--- src/rtl/aat_pkg.sv ---
// Purpose: shared constants for the application advertising table
// Assumes: APB with 32-bit data, one byte register per aligned word
// Notes: printed offsets are byte indexes; bus address is index times four
package aat_pkg;
    // printed byte indexes of the lower page
    localparam logic [7:0] IDX_MODULE_TYPE = 8'h55;
    localparam logic [7:0] IDX_APP1_HOST_CODE = 8'h56;
    localparam logic [7:0] IDX_APP1_MEDIA_CODE = 8'h57;
    localparam logic [7:0] IDX_APP1_LANE_COUNTS = 8'h58;
    localparam logic [7:0] IDX_APP1_HOST_STARTS = 8'h59;
    // printed byte index of the first media start bitmap, page 01h
    localparam logic [7:0] IDX_APP1_MEDIA_STARTS = 8'hb0;
    // page selector register, chosen
    localparam logic [7:0] IDX_PAGE_SELECT = 8'h7f;
    // chosen index of the second region on page 01h for codes 9..15
    localparam logic [7:0] IDX_APP9_HOST_CODE = 8'hdf;
    localparam logic [7:0] PAGE_LOWER = 8'h00;
    localparam logic [7:0] PAGE_ONE = 8'h01;
    localparam int BYTES_PER_ENTRY = 4;
    localparam int APPS_REGION_A = 8;
    localparam int APPS_MAX = 15;
    localparam logic [7:0] CODE_END_OF_LIST = 8'hff;
    localparam logic [7:0] MEDIA_CODE_UNDEFINED = 8'h00;
    localparam logic [3:0] LANE_COUNT_MAX = 4'h8;
    // storage layout: 0 module type, 1..60 entries (4 bytes each), 61..75 media starts
    localparam int MEM_TYPE = 0;
    localparam int MEM_ENTRY_BASE = 1;
    localparam int MEM_MEDIA_BASE = 61;
    localparam int MEM_DEPTH = 76;
    localparam logic [1:0] PSTATE_IDLE = 2'h0;
    typedef enum logic [1:0] {
        AAT_IDLE = 2'b00,
        AAT_READ = 2'b01,
        AAT_DONE = 2'b10
    } aat_bus_e;
endpackage

--- src/rtl/aat_rom.sv ---
// Purpose: read-only byte store holding the advertising table content
// Assumes: content fixed at elaboration, read data registered
// Notes: no write port exists, so host writes can never change content
`timescale 1ns/1ns
module aat_rom #(
    parameter int DEPTH = 76,
    parameter int AW = 7,
    parameter logic [8*DEPTH-1:0] CONTENT = '0
) (
    // clock and reset
    input wire logic clk,
    input wire logic srst,
    // read port
    input wire logic rd_en,
    input wire logic [AW-1:0] rd_addr,
    output logic [7:0] rd_data
);
    initial begin
        if (DEPTH > (1 << AW)) begin
            $error("aat_rom depth exceeds address range");
        end
    end

    // registered read; out-of-range reads give zero
    always_ff @(posedge clk) begin
        if (srst) begin
            rd_data <= 8'h00;
        end else if (rd_en) begin
            rd_data <= (int'(rd_addr) < DEPTH) ? CONTENT[int'(rd_addr)*8 +: 8] : 8'h00;
        end
    end
endmodule

--- src/rtl/aat_table.sv ---
// Purpose: APB slave exposing the read-only application advertising table
// Assumes: APB3 style, 32-bit data, byte registers in the low eight bits
// Notes: reads and writes both take two cycles of access phase; table writes are dropped
//
// Our own choice: register access over APB.
`timescale 1ns/1ns
//
// Behaviour
// - first unused entry carries FFh in its host interface code
// - each entry has a unique selection code used by the host
// - host lane count in bits 7-4; 0 means implied, 1-8 lanes
// - media lane count in bits 3-0, same encoding, cable lane count
// - lane counts agree with the standards named by the codes
// - host start bitmap bit n means start on host lane n+1
// - multi-lane instances use consecutive lanes from a marked start
// - media start bitmap lives on page 01h, apart from the entry
// - copper cable assemblies may omit the media start bitmap
// - all advertised start positions run concurrently
// - between one and fifteen applications are advertised
// - power-up default sits at selection code 1
// - alternates fill codes from 2 upward without gaps
// - codes 1-8 in one region, codes 9-15 in another on page 01h
// - only valid combinations advertised; host selects only advertised ones
// - module type byte 85 chooses the media code list
// - host or media codes may repeat across entries
module aat_table #(
    parameter int NUM_APPS = 2,
    parameter logic [7:0] MODULE_TYPE = 8'h01, // arbitrary default
    parameter logic [8*15-1:0] HOST_CODES = {8'h00, 8'h00, 8'h00, 8'h00, 8'h00, 8'h00, 8'h00,
        8'h00, 8'h00, 8'h00, 8'h00, 8'h00, 8'h00, 8'h02, 8'h01},
    parameter logic [8*15-1:0] MEDIA_CODES = {8'h00, 8'h00, 8'h00, 8'h00, 8'h00, 8'h00, 8'h00,
        8'h00, 8'h00, 8'h00, 8'h00, 8'h00, 8'h00, 8'h02, 8'h01},
    parameter logic [8*15-1:0] LANE_COUNTS = {8'h00, 8'h00, 8'h00, 8'h00, 8'h00, 8'h00, 8'h00,
        8'h00, 8'h00, 8'h00, 8'h00, 8'h00, 8'h00, 8'h44, 8'h88},
    parameter logic [8*15-1:0] HOST_STARTS = {8'h00, 8'h00, 8'h00, 8'h00, 8'h00, 8'h00, 8'h00,
        8'h00, 8'h00, 8'h00, 8'h00, 8'h00, 8'h00, 8'h11, 8'h01},
    parameter logic [8*15-1:0] MEDIA_STARTS = {8'h00, 8'h00, 8'h00, 8'h00, 8'h00, 8'h00, 8'h00,
        8'h00, 8'h00, 8'h00, 8'h00, 8'h00, 8'h00, 8'h11, 8'h01},
    parameter bit OMIT_MEDIA_STARTS = 1'b0
) (
    // clock and reset
    input wire logic CLK,
    input wire logic SRST,
    // apb slave
    input wire logic PSEL,
    input wire logic PENABLE,
    input wire logic PWRITE,
    input wire logic [11:0] PADDR,
    input wire logic [31:0] PWDATA,
    output logic [31:0] PRDATA,
    output logic PREADY,
    output logic PSLVERR,
    // table status
    output logic [3:0] APP_COUNT,
    output logic TABLE_VALID
);
    localparam int AW = 7;

    // lane count field sane: 0 or 1..8 per nibble
    function automatic bit count_ok(input logic [3:0] c);
        count_ok = (c <= aat_pkg::LANE_COUNT_MAX);
    endfunction

    // lanes implied by a count nibble, zero meaning one for span checks
    function automatic int span(input logic [3:0] c);
        span = (c == 4'h0) ? 1 : int'(c);
    endfunction

    // start bitmap fits: each marked start leaves room for consecutive lanes
    function automatic bit starts_fit(input logic [7:0] map, input logic [3:0] c);
        starts_fit = 1'b1;
        for (int i = 0; i < 8; i++) begin
            if (map[i] && (i + span(c) > 8)) begin
                starts_fit = 1'b0;
            end
        end
    endfunction

    // starts of concurrent instances never overlap
    function automatic bit starts_disjoint(input logic [7:0] map, input logic [3:0] c);
        logic [8:0] used;
        starts_disjoint = 1'b1;
        used = '0;
        for (int i = 0; i < 8; i++) begin
            if (map[i]) begin
                for (int k = 0; k < 8; k++) begin
                    if (k >= i && k < i + span(c)) begin
                        if (used[k]) begin
                            starts_disjoint = 1'b0;
                        end
                        used[k] = 1'b1;
                    end
                end
            end
        end
    endfunction

    // storage image built at elaboration
    function automatic logic [8*aat_pkg::MEM_DEPTH-1:0] build_image();
        logic [8*aat_pkg::MEM_DEPTH-1:0] img;
        img = '0;
        img[aat_pkg::MEM_TYPE*8 +: 8] = MODULE_TYPE;
        for (int a = 0; a < aat_pkg::APPS_MAX; a++) begin
            if (a < NUM_APPS) begin
                img[(aat_pkg::MEM_ENTRY_BASE + a*4)*8 +: 8] = HOST_CODES[a*8 +: 8];
                img[(aat_pkg::MEM_ENTRY_BASE + a*4 + 1)*8 +: 8] = MEDIA_CODES[a*8 +: 8];
                img[(aat_pkg::MEM_ENTRY_BASE + a*4 + 2)*8 +: 8] = LANE_COUNTS[a*8 +: 8];
                img[(aat_pkg::MEM_ENTRY_BASE + a*4 + 3)*8 +: 8] = HOST_STARTS[a*8 +: 8];
                img[(aat_pkg::MEM_MEDIA_BASE + a)*8 +: 8] =
                    OMIT_MEDIA_STARTS ? 8'h00 : MEDIA_STARTS[a*8 +: 8];
            end else if (a == NUM_APPS) begin
                img[(aat_pkg::MEM_ENTRY_BASE + a*4)*8 +: 8] = aat_pkg::CODE_END_OF_LIST;
            end
        end
        return img;
    endfunction

    localparam logic [8*aat_pkg::MEM_DEPTH-1:0] IMAGE = build_image();

    // elaboration checks on the advertised content
    initial begin
        if (NUM_APPS < 1 || NUM_APPS > aat_pkg::APPS_MAX) begin
            $error("application count out of range");
        end
        for (int a = 0; a < aat_pkg::APPS_MAX; a++) begin
            if (a < NUM_APPS) begin
                if (HOST_CODES[a*8 +: 8] == aat_pkg::CODE_END_OF_LIST) begin
                    $error("advertised entry uses the end code");
                end
                if (!count_ok(LANE_COUNTS[a*8+4 +: 4]) || !count_ok(LANE_COUNTS[a*8 +: 4])) begin
                    $error("reserved lane count value");
                end
                if (HOST_STARTS[a*8 +: 8] == 8'h00 ||
                    !starts_fit(HOST_STARTS[a*8 +: 8], LANE_COUNTS[a*8+4 +: 4]) ||
                    !starts_disjoint(HOST_STARTS[a*8 +: 8], LANE_COUNTS[a*8+4 +: 4])) begin
                    $error("host start bitmap cannot hold concurrent instances");
                end
                if (!OMIT_MEDIA_STARTS && (MEDIA_STARTS[a*8 +: 8] == 8'h00 ||
                    !starts_disjoint(MEDIA_STARTS[a*8 +: 8], LANE_COUNTS[a*8 +: 4]))) begin
                    $error("media start bitmap missing or overlapping");
                end
                // same number of instances on both sides
                if (!OMIT_MEDIA_STARTS &&
                    $countones(HOST_STARTS[a*8 +: 8]) != $countones(MEDIA_STARTS[a*8 +: 8])) begin
                    $error("host and media instance counts differ");
                end
            end
        end
    end

    // bus decode
    wire logic [9:0] word_idx = PADDR[11:2];
    wire logic setup = PSEL && !PENABLE;
    wire logic page_sel_hit = (word_idx == {2'b00, aat_pkg::IDX_PAGE_SELECT});
    wire logic aligned = (PADDR[1:0] == 2'b00);
    logic [7:0] page;
    logic [AW-1:0] next_mem_addr;
    logic mem_hit;

    // lower page holds type and codes 1-8; page 01h media bitmaps and codes 9-15
    always_comb begin
        mem_hit = 1'b0;
        next_mem_addr = '0;
        if (!aligned || word_idx[9:8] != 2'b00) begin
            mem_hit = 1'b0;
        end else if (page == aat_pkg::PAGE_LOWER && word_idx[7:0] == aat_pkg::IDX_MODULE_TYPE) begin
            mem_hit = 1'b1;
            next_mem_addr = AW'(aat_pkg::MEM_TYPE);
        end else if (page == aat_pkg::PAGE_LOWER && word_idx[7:0] >= aat_pkg::IDX_APP1_HOST_CODE &&
                     word_idx[7:0] < aat_pkg::IDX_APP1_HOST_CODE + 8'(aat_pkg::APPS_REGION_A*4)) begin
            mem_hit = 1'b1;
            next_mem_addr = AW'(word_idx[7:0] - aat_pkg::IDX_APP1_HOST_CODE) + AW'(aat_pkg::MEM_ENTRY_BASE);
        end else if (page == aat_pkg::PAGE_ONE && word_idx[7:0] >= aat_pkg::IDX_APP1_MEDIA_STARTS &&
                     word_idx[7:0] < aat_pkg::IDX_APP1_MEDIA_STARTS + 8'(aat_pkg::APPS_MAX)) begin
            mem_hit = 1'b1;
            next_mem_addr = AW'(word_idx[7:0] - aat_pkg::IDX_APP1_MEDIA_STARTS) + AW'(aat_pkg::MEM_MEDIA_BASE);
        end else if (page == aat_pkg::PAGE_ONE && word_idx[7:0] >= aat_pkg::IDX_APP9_HOST_CODE &&
                     word_idx[7:0] < aat_pkg::IDX_APP9_HOST_CODE +
                     8'((aat_pkg::APPS_MAX - aat_pkg::APPS_REGION_A)*4)) begin
            mem_hit = 1'b1;
            next_mem_addr = AW'(word_idx[7:0] - aat_pkg::IDX_APP9_HOST_CODE) +
                AW'(aat_pkg::MEM_ENTRY_BASE + aat_pkg::APPS_REGION_A*4);
        end
    end

    wire logic mapped = (mem_hit || (aligned && page_sel_hit));
    logic [7:0] rom_data;
    aat_pkg::aat_bus_e state;
    aat_pkg::aat_bus_e next_state;
    logic is_page_rd;

    aat_rom #(
        .DEPTH(aat_pkg::MEM_DEPTH),
        .AW(AW),
        .CONTENT(IMAGE)
    ) u_rom (
        .clk(CLK),
        .srst(SRST),
        .rd_en(setup && !PWRITE && mem_hit),
        .rd_addr(next_mem_addr),
        .rd_data(rom_data)
    );

    // read sequencer: setup launches rom read, data returned on completion
    always_comb begin
        next_state = state;
        case (state)
            aat_pkg::AAT_IDLE: begin
                if (setup && !PWRITE) begin
                    next_state = aat_pkg::AAT_READ;
                end
            end
            aat_pkg::AAT_READ: begin
                next_state = aat_pkg::AAT_DONE;
            end
            aat_pkg::AAT_DONE: begin
                next_state = aat_pkg::AAT_IDLE;
            end
            default: begin
                next_state = aat_pkg::AAT_IDLE;
            end
        endcase
    end

    wire logic wr_done = PSEL && PENABLE && PWRITE && !PREADY;
    wire logic rd_done = (state == aat_pkg::AAT_READ);
    logic rd_err;

    // bus state and page register; page select is the only writable byte
    always_ff @(posedge CLK) begin
        if (SRST) begin
            state <= aat_pkg::AAT_IDLE;
            page <= aat_pkg::PAGE_LOWER;
            is_page_rd <= 1'b0;
            rd_err <= 1'b0;
        end else begin
            state <= next_state;
            if (setup && !PWRITE) begin
                is_page_rd <= aligned && page_sel_hit;
                rd_err <= !mapped;
            end
            if (setup && PWRITE && aligned && page_sel_hit) begin
                page <= PWDATA[7:0];
            end
        end
    end

    // answer: writes and reads both complete in the second access cycle, PREADY registered
    // table writes answered but dropped
    always_ff @(posedge CLK) begin
        if (SRST) begin
            PREADY <= 1'b0;
            PRDATA <= 32'h0000_0000;
            PSLVERR <= 1'b0;
        end else begin
            PREADY <= wr_done || rd_done;
            PSLVERR <= (wr_done && !mapped) || (rd_done && rd_err);
            if (rd_done) begin
                PRDATA <= rd_err ? 32'h0000_0000 : {24'h00_0000, is_page_rd ? page : rom_data};
            end
        end
    end

    // status: contiguous count from code 1
    always_ff @(posedge CLK) begin
        if (SRST) begin
            APP_COUNT <= 4'h0;
            TABLE_VALID <= 1'b0;
        end else begin
            APP_COUNT <= 4'(NUM_APPS);
            TABLE_VALID <= 1'b1;
        end
    end

    // assertions
    property p_ready_pulse;
        @(posedge CLK) disable iff (SRST) PREADY |=> !PREADY;
    endproperty
    a_ready_pulse: assert property (p_ready_pulse) else $error("pready held two cycles");

    property p_read_latency;
        @(posedge CLK) disable iff (SRST) (setup && !PWRITE) |=> !PREADY ##1 PREADY;
    endproperty
    a_read_latency: assert property (p_read_latency) else $error("read answer not two cycles after setup");

    property p_write_latency;
        @(posedge CLK) disable iff (SRST) (setup && PWRITE) |=> !PREADY ##1 PREADY;
    endproperty
    a_write_latency: assert property (p_write_latency) else $error("write answer not two cycles after setup");

    property p_page_stable_on_table_write;
        @(posedge CLK) disable iff (SRST) (setup && PWRITE && !page_sel_hit) |=> $stable(page);
    endproperty
    a_page_stable_on_table_write: assert property (p_page_stable_on_table_write)
        else $error("table write changed page");

    property p_status_count;
        @(posedge CLK) disable iff (SRST) TABLE_VALID |-> (APP_COUNT >= 4'h1 && APP_COUNT <= 4'hf);
    endproperty
    a_status_count: assert property (p_status_count) else $error("advertised count out of range");

    property p_end_code;
        @(posedge CLK) disable iff (SRST)
        (setup && !PWRITE && mem_hit && NUM_APPS < aat_pkg::APPS_MAX &&
         next_mem_addr == AW'(aat_pkg::MEM_ENTRY_BASE + NUM_APPS*aat_pkg::BYTES_PER_ENTRY))
        |=> ##1 (PRDATA[7:0] == aat_pkg::CODE_END_OF_LIST);
    endproperty
    a_end_code: assert property (p_end_code) else $error("end code missing after last entry");

    property p_default_first;
        @(posedge CLK) disable iff (SRST)
        (setup && !PWRITE && mem_hit && page == aat_pkg::PAGE_LOWER && word_idx[7:0] == aat_pkg::IDX_APP1_HOST_CODE)
        |=> ##1 (PRDATA[7:0] == HOST_CODES[7:0]);
    endproperty
    a_default_first: assert property (p_default_first) else $error("code 1 entry wrong");

    property p_lane_nibbles;
        @(posedge CLK) disable iff (SRST)
        (setup && !PWRITE && mem_hit && next_mem_addr >= AW'(aat_pkg::MEM_ENTRY_BASE) &&
         next_mem_addr < AW'(aat_pkg::MEM_MEDIA_BASE) && next_mem_addr[1:0] == 2'b11)
        |=> ##1 (PRDATA[7:4] <= aat_pkg::LANE_COUNT_MAX && PRDATA[3:0] <= aat_pkg::LANE_COUNT_MAX);
    endproperty
    a_lane_nibbles: assert property (p_lane_nibbles) else $error("reserved lane count read");

    property p_unmapped_err;
        @(posedge CLK) disable iff (SRST) (setup && !PWRITE && !mapped) |=> ##1 (PSLVERR && PRDATA == 32'h0);
    endproperty
    a_unmapped_err: assert property (p_unmapped_err) else $error("unmapped read not refused");

    c_read: cover property (@(posedge CLK) disable iff (SRST) rd_done && !rd_err);
    c_write_drop: cover property (@(posedge CLK) disable iff (SRST) wr_done && mem_hit);
    c_page_one: cover property (@(posedge CLK) disable iff (SRST) page == aat_pkg::PAGE_ONE && rd_done);
    c_refused: cover property (@(posedge CLK) disable iff (SRST) PREADY && PSLVERR);
endmodule

--- config.mk ---
export PLATFORM = sky130hd
export DESIGN_NAME = aat_table
export DESIGN_NICKNAME = d
export VERILOG_FILES = /design/src/rtl/aat_pkg.sv /design/src/rtl/aat_rom.sv /design/src/rtl/aat_table.sv
export SDC_FILE = /design/constraint.sdc
export NUM_CORES = 1
export LEC_CHECK = 0
export ABC_AREA = 1
export BUFFER_PORTS_ARGS = -buffer_cell sky130_fd_sc_hd__buf_2
export CORE_UTILIZATION = 45
export CTS_BUF_LIST = sky130_fd_sc_hd__clkbuf_16
export DETAILED_ROUTE_END_ITERATION = 7
export PLACE_DENSITY_LB_ADDON = 0.08
export SLEW_MARGIN = 0
export SYNTH_ARGS = -nofsm -noshare
export SYNTH_HDL_FRONTEND = slang
export SYNTH_SLANG_ARGS = --single-unit
--- constraint.sdc ---
create_clock -name CLK -period 3.53 [get_ports CLK]
set_clock_uncertainty 0.15 [all_clocks]
set_input_delay 0.5295 -clock CLK [delete_from_list [all_inputs] [get_ports CLK]]
set_output_delay 0.5295 -clock CLK [all_outputs]
set_load 0.01 [all_outputs]
; ---- After elaboration in Yosys (flattened, before gate mapping)
; Index checks and enable logic that the tools add are counted.
[word_totals]
mem_count = 0
latch_bits = 0
mem_bits_rw = 0
mem_bits_ro = 0
reg_bits = 59
word_cells = 78
out_inout_bits = 39
[classes]
eq_ne = 5
div_mod_pow = 0
magnitude_cmp = 7
multipliers = 0
n_bitwise = 0
reduce_logical = 32
mux = 17
n_addsub = 6
n_shift = 1
[op_table]
columns = cell, n
row1 = indexed part select 608 x 11 -> 8 bit (first input constant), 1
row2 = two-way mux 7 bit, 5
row3 = two-way mux 8 bit, 3
row4 = logical AND 1 bit, 19
row5 = greater-or-equal comparator 8 bit (second input constant), 2
row6 = less-than comparator 8 bit (second input constant), 2
row7 = adder 7 x 6 -> 7 bit (second input constant), 2
row8 = subtractor 7 bit (second input constant), 2
row9 = equality test 10 x 7 -> 1 bit (second input constant), 1
row10 = equality test 8 x 1 -> 1 bit (second input constant), 1
row11 = equality test 8 x 7 -> 1 bit (second input constant), 1
row12 = greater-or-equal comparator 8 x 7 -> 1 bit (second input constant), 1
row13 = logical NOT 8 bit, 1
row14 = less-than comparator 8 x 7 -> 1 bit (second input constant), 1
row15 = adder 7 x 1 -> 7 bit (second input constant), 1
row16 = less-than comparator 7 bit (second input constant), 1
row17 = subtractor 7 x 6 -> 7 bit (second input constant), 1
row18 = two-way mux 1 bit, 6
row19 = logical NOT 1 bit, 5
row20 = logical NOT 2 bit, 2
row21 = logical OR 1 bit, 4
row22 = two-way mux 2 bit, 2
row23 = one-hot mux 2 bit (2 select lines), 1
row24 = equality test 2 x 1 -> 1 bit (second input constant), 1
row25 = 2 further kinds, 2

; ---- Logic depth before layout (Yosys ltp)
[logic_depth]
word_depth = 12
mapped_depth = 20

; ---- Cells and area by module
; From an unflattened synthesis, not the netlist that was laid out.
[unflattened]
cells_unflattened = 342
area_unflattened_um2 = 2344.7
[by_module_without_submodules]
columns = mod, area_each_um2, cells_each, seq_area_each_um2, instances
row1 = aat_table, 1908.1, 279, 460.4, 1
row2 = aat_rom, 436.7, 63, 120.1, 1

; ---- Worst setup path before layout
; No wires, ideal clock.
[synth_timing]
path_kind = input -> register
start = input port PADDR[2]
end = register u_rom.rd_data[1]
path_buffers = 0
path_slack_ns = 1.155
t_arrival_ns = 2.157
t_required_ns = 3.311
path_stages = 11
path_cell_list = ha_1 -> nor2_1 -> nor2_1 -> nor2_2 -> nand3_2 -> o21ai_0 -> nand2_1 -> ha_1 -> o21ai_0 -> nand4_1 -> o21ai_1
[synth_between]
elab_chain_len = 10
elab_cells_between_ends = 34
[synth_lines]
columns = element, line_no
row1 = from (decl), aat_table.sv:48  ; input wire logic [11:0] PADDR,
row2 = "parallel branches: the longest is 10 deep, another holds subtractor 7 bit", --
row3 = to (signal assigned), aat_rom.sv:29  ; rd_data <= (int'(rd_addr) < DEPTH) ? CONTENT[int'(rd_addr)*8 +: 8] : 8'h00;
row4 = to (decl), aat_rom.sv:16  ; output logic [7:0] rd_data
; Several ways; the timed one is not identified.
; A chain may end at the register's enable or synchronous reset.

; ---- Final worst setup path
[layout_timing]
start = input port PADDR[3]
end = register u_rom.rd_data[1]
; Same word-level chain as after synthesis.

==> reports/metrics.csv <==
stage,metric,value,unit
worst_setup_path,critPathSlowestCell,o21ai_0,
clocking,clk_latency,0.27,ns
power,vdd.ir_drop.worst,0.000244,V
grt,grt_overflow,0,
clocking,cts_hold_buf,0,
worst_setup_path,reg2reg_from,page[0],
worst_setup_path,cp-start-kind,primary input,
cells_and_area,n_fill_cell,595,
die,placementRows,27,
sta,hold_viol,0,
sta,period_needed,2.59,ns
synthesis,synth.most_common_cell,nand2_1,
synthesis,ys_top_cells_by_count,"nand2_1, inv_1, nor2_1",
clocking,clk_pin_slew,0.05,ns
synthesis,yosys_warnings,0,
die,start_util,46.7,%
synthesis,synth_area_leaders,"dfxtp_1, nand2_1, buf_4",
worst_setup_path,crit_buf_inv,1,
cells_and_area,syn_to_final_growth,10.7,%
drt,vias,2389,
die,die_h,77.6,um
worst_setup_path,crit_path_max_fanout,8,
drt,wl_per_cell,10.5,um
drt,viasPerCell,4.60,
grt,grt_usage,19.5,%
synthesis,yosys.area.top_type_share,22.6,%
cells_and_area,nNetsFinal,506,
min_path,hp-class,reg2reg,
drt,drt_wl_total,5430,um
grt,grt_pass1_wl,9480,um
min_path,hp-start,state[1],
worst_setup_path,worstPathCellList,"buf_2, ha_1, nor2_1, nor2_1, nor2_2, nand3_2, o21ai_0, nand2_1, ha_1, o21ai_0, nand4_1, o21ai_1",
synthesis,synth_seq_cells,29,
job,drv_cap,0,
power,power_switching,0.222,mW
place,pre_cts_ws,0.673,ns
drt,drtAntennaViolNets,0,
sta,tns,0,ns
place,io_buffers,36,
place,postPlaceCellArea,2680,sq um
synthesis,ys.flop_type,dfxtp_1,
power,pwr_density_cell,322,nW/um^2
synthesis,synth_area,2570,sq um
drt,drc_errors,0,
drt,drtPass1Iterations,4,
place,gp_congestion,0.898,
power,leakage,1.42,nW
worst_setup_path,worstPathArrival,2.65,ns
place,place_hpwl,4400,um
die,io_pins,88,
worst_setup_path,cp.required,3.59,ns
power,seqPwrFrac,36.4,%
synthesis,synth-edff-count,0,
synthesis,ys_seq_area_share,22.6,%
die,dieArea,6020,sq um
sta,clock.fmax,386,MHz
sta,final_max_slew_viol_count,0,
clocking,numCtsBuffers,5,
worst_setup_path,endpoint_kind,flip-flop,
power,p_int,0.693,mW
sta,setup_viol,0,
synthesis,synthArstFlopShare,0,%
clocking,cts.sinks,29,
clocking,cts_buffer_depth,2,
place,place_inst,511,
power,p_sw_share,24.3,%
clocking,htree_levels,2,
synthesis,syn_inst,412,
grt,grt_max_degree,19,
worst_setup_path,crit_start,PADDR[3],
cells_and_area,layout.cells.non_filler,519,
grt,antenna_found_initial,0,
sta,finalCritPeriodShare,73.4,%
sta,rsz0062_at_grt,false,
synthesis,syn_avg_cell_area,6.24,sq um
cells_and_area,stdcell_area,2850,sq um
power,p_clk_share,50.3,%
outcome,outcome,completed,
clocking,cts_resized,0,
power,comb_power_share,13.3,%
synthesis,synth_cell_type_count,36,
grt,first_global_vias,2154,
die,core-area,5510,sq um
cells_and_area,multi_input_comb_area,1620,sq um
worst_setup_path,criticalPathCategory,in2reg,
cells_and_area,regArea,581,sq um
clocking,cts_tree,yes,
worst_setup_path,crit_family,simple AND/OR/NAND/NOR gates,
cells_and_area,diodes,0,
synthesis,synth_top_cell_by_area,dfxtp_1,
clocking,clockRootBuffer,clkbuf_16,
clocking,cts_setup_buffers,0,
sta,setup_slack,0.939,ns
die,die_w,77.6,um
drt,first_iter_violations,92,
cells_and_area,final_layout_size_suffix_gt1_share,20.4,%
worst_setup_path,max_stage_delay,0.35,ns
[cell type report]
| cell class | instances | share of cell area [%] |
|---|---|---|
| clock buffer | 5 | 4.40 |
| clock inverter | 3 | 1.32 |
| inverter | 56 | 7.56 |
| multi-input combinational | 318 | 56.8 |
| sequential | 29 | 20.4 |
| tap | 72 | 3.16 |
| timing repair buffer | 36 | 6.33 |
[sequential cells by signal (all words and copies together) (netlist names)]
signal         count
APP_COUNT          1
PRDATA             8
PSLVERR            1
PREADY             1
is_page_rd         1
u_rom.rd_data      6
rd_err             1
state              2
page               8
[metal layers]
metal  wire, um  global-route usage [%]  vias up
met5          0                       0        -
li1           -                       -     1316
met2       2510                    33.5       50
met3        175                    3.06       11
met1       2630                    24.5     1012
met4        116                    6.98        0
[cells in the final DEF, fill, tap and decap left out]
master	n
o22ai_1	1
nand3_1	30
nor2_8	1
o21ai_2	1
clkinv_4	1
nor4_1	1
o21bai_2	1
o211ai_2	1
xor2_1	2
a211oi_1	7
o21ai_1	2
clkbuf_16	5
nor2_4	4
nand2_2	10
o21ai_0	17
nor3_1	3
nand4_1	10
nand2_1	113
and3_1	1
nor2_2	12
or2_1	1
a21oi_1	11
xnor2_1	2
inv_2	11
nand2_4	1
ha_1	11
dfxtp_1	29
nor2_1	42
inv_1	43
bufinv_16	1
buf_2	36
clkinv_1	3
conb_1	27
nand3_2	6
[cells by family (layout without fill, tap and decap cells)]
group / count (synthesis) / count (layout) / synth area share (%)
AOI/OAI and AO/OA: 41 / 41 / 9.39
xor gates and xnor gates: 4 / 4 / 1.36
adders and majority gates: 11 / 11 / 5.35
buffers and inverters: 91 / 100 / 18.3
DFF: 29 / 29 / 22.6
other: 1 / 27 / 0.146
and+or+nand+nor: 235 / 235 / 42.9
[final timing paths]
| check | slack [ns] | to | depth (start not counted) |
|---|---|---|---|
| worst max-delay path | 0.94 | u_rom.rd_data[1] | 12 |
| worst min-delay path | 0.27 | state[0] | 1 |
| worst max register to register | 1.20 | u_rom.rd_data[1] | 13 |
| worst min register to register | 0.27 | state[0] | 1 |
[power by group through the flow]
stage          logic, mW  registers (mW)  clock network (mW)
2_1_floorplan      0.111           0.340                   0
4_1_cts            0.122           0.333               0.471
5_1_grt            0.138           0.333               0.484
3_5_place_dp       0.121           0.339                   0
6_report           0.122           0.333               0.461
3_3_place_gp       0.120           0.339                   0
[stage by stage]
step	hold slack [ns]	util (%)	power [mW]
finish	0.269	51.7	0.916
global route	0.300	51.7	0.954
CTS	0.268	51.7	0.925
detailed placement	0.259	48.7	0.460
global placement	0.252	48.7	0.459
floorplan	0.246	-	0.451
No activity file was read; power rests on OpenSTA's default activity.
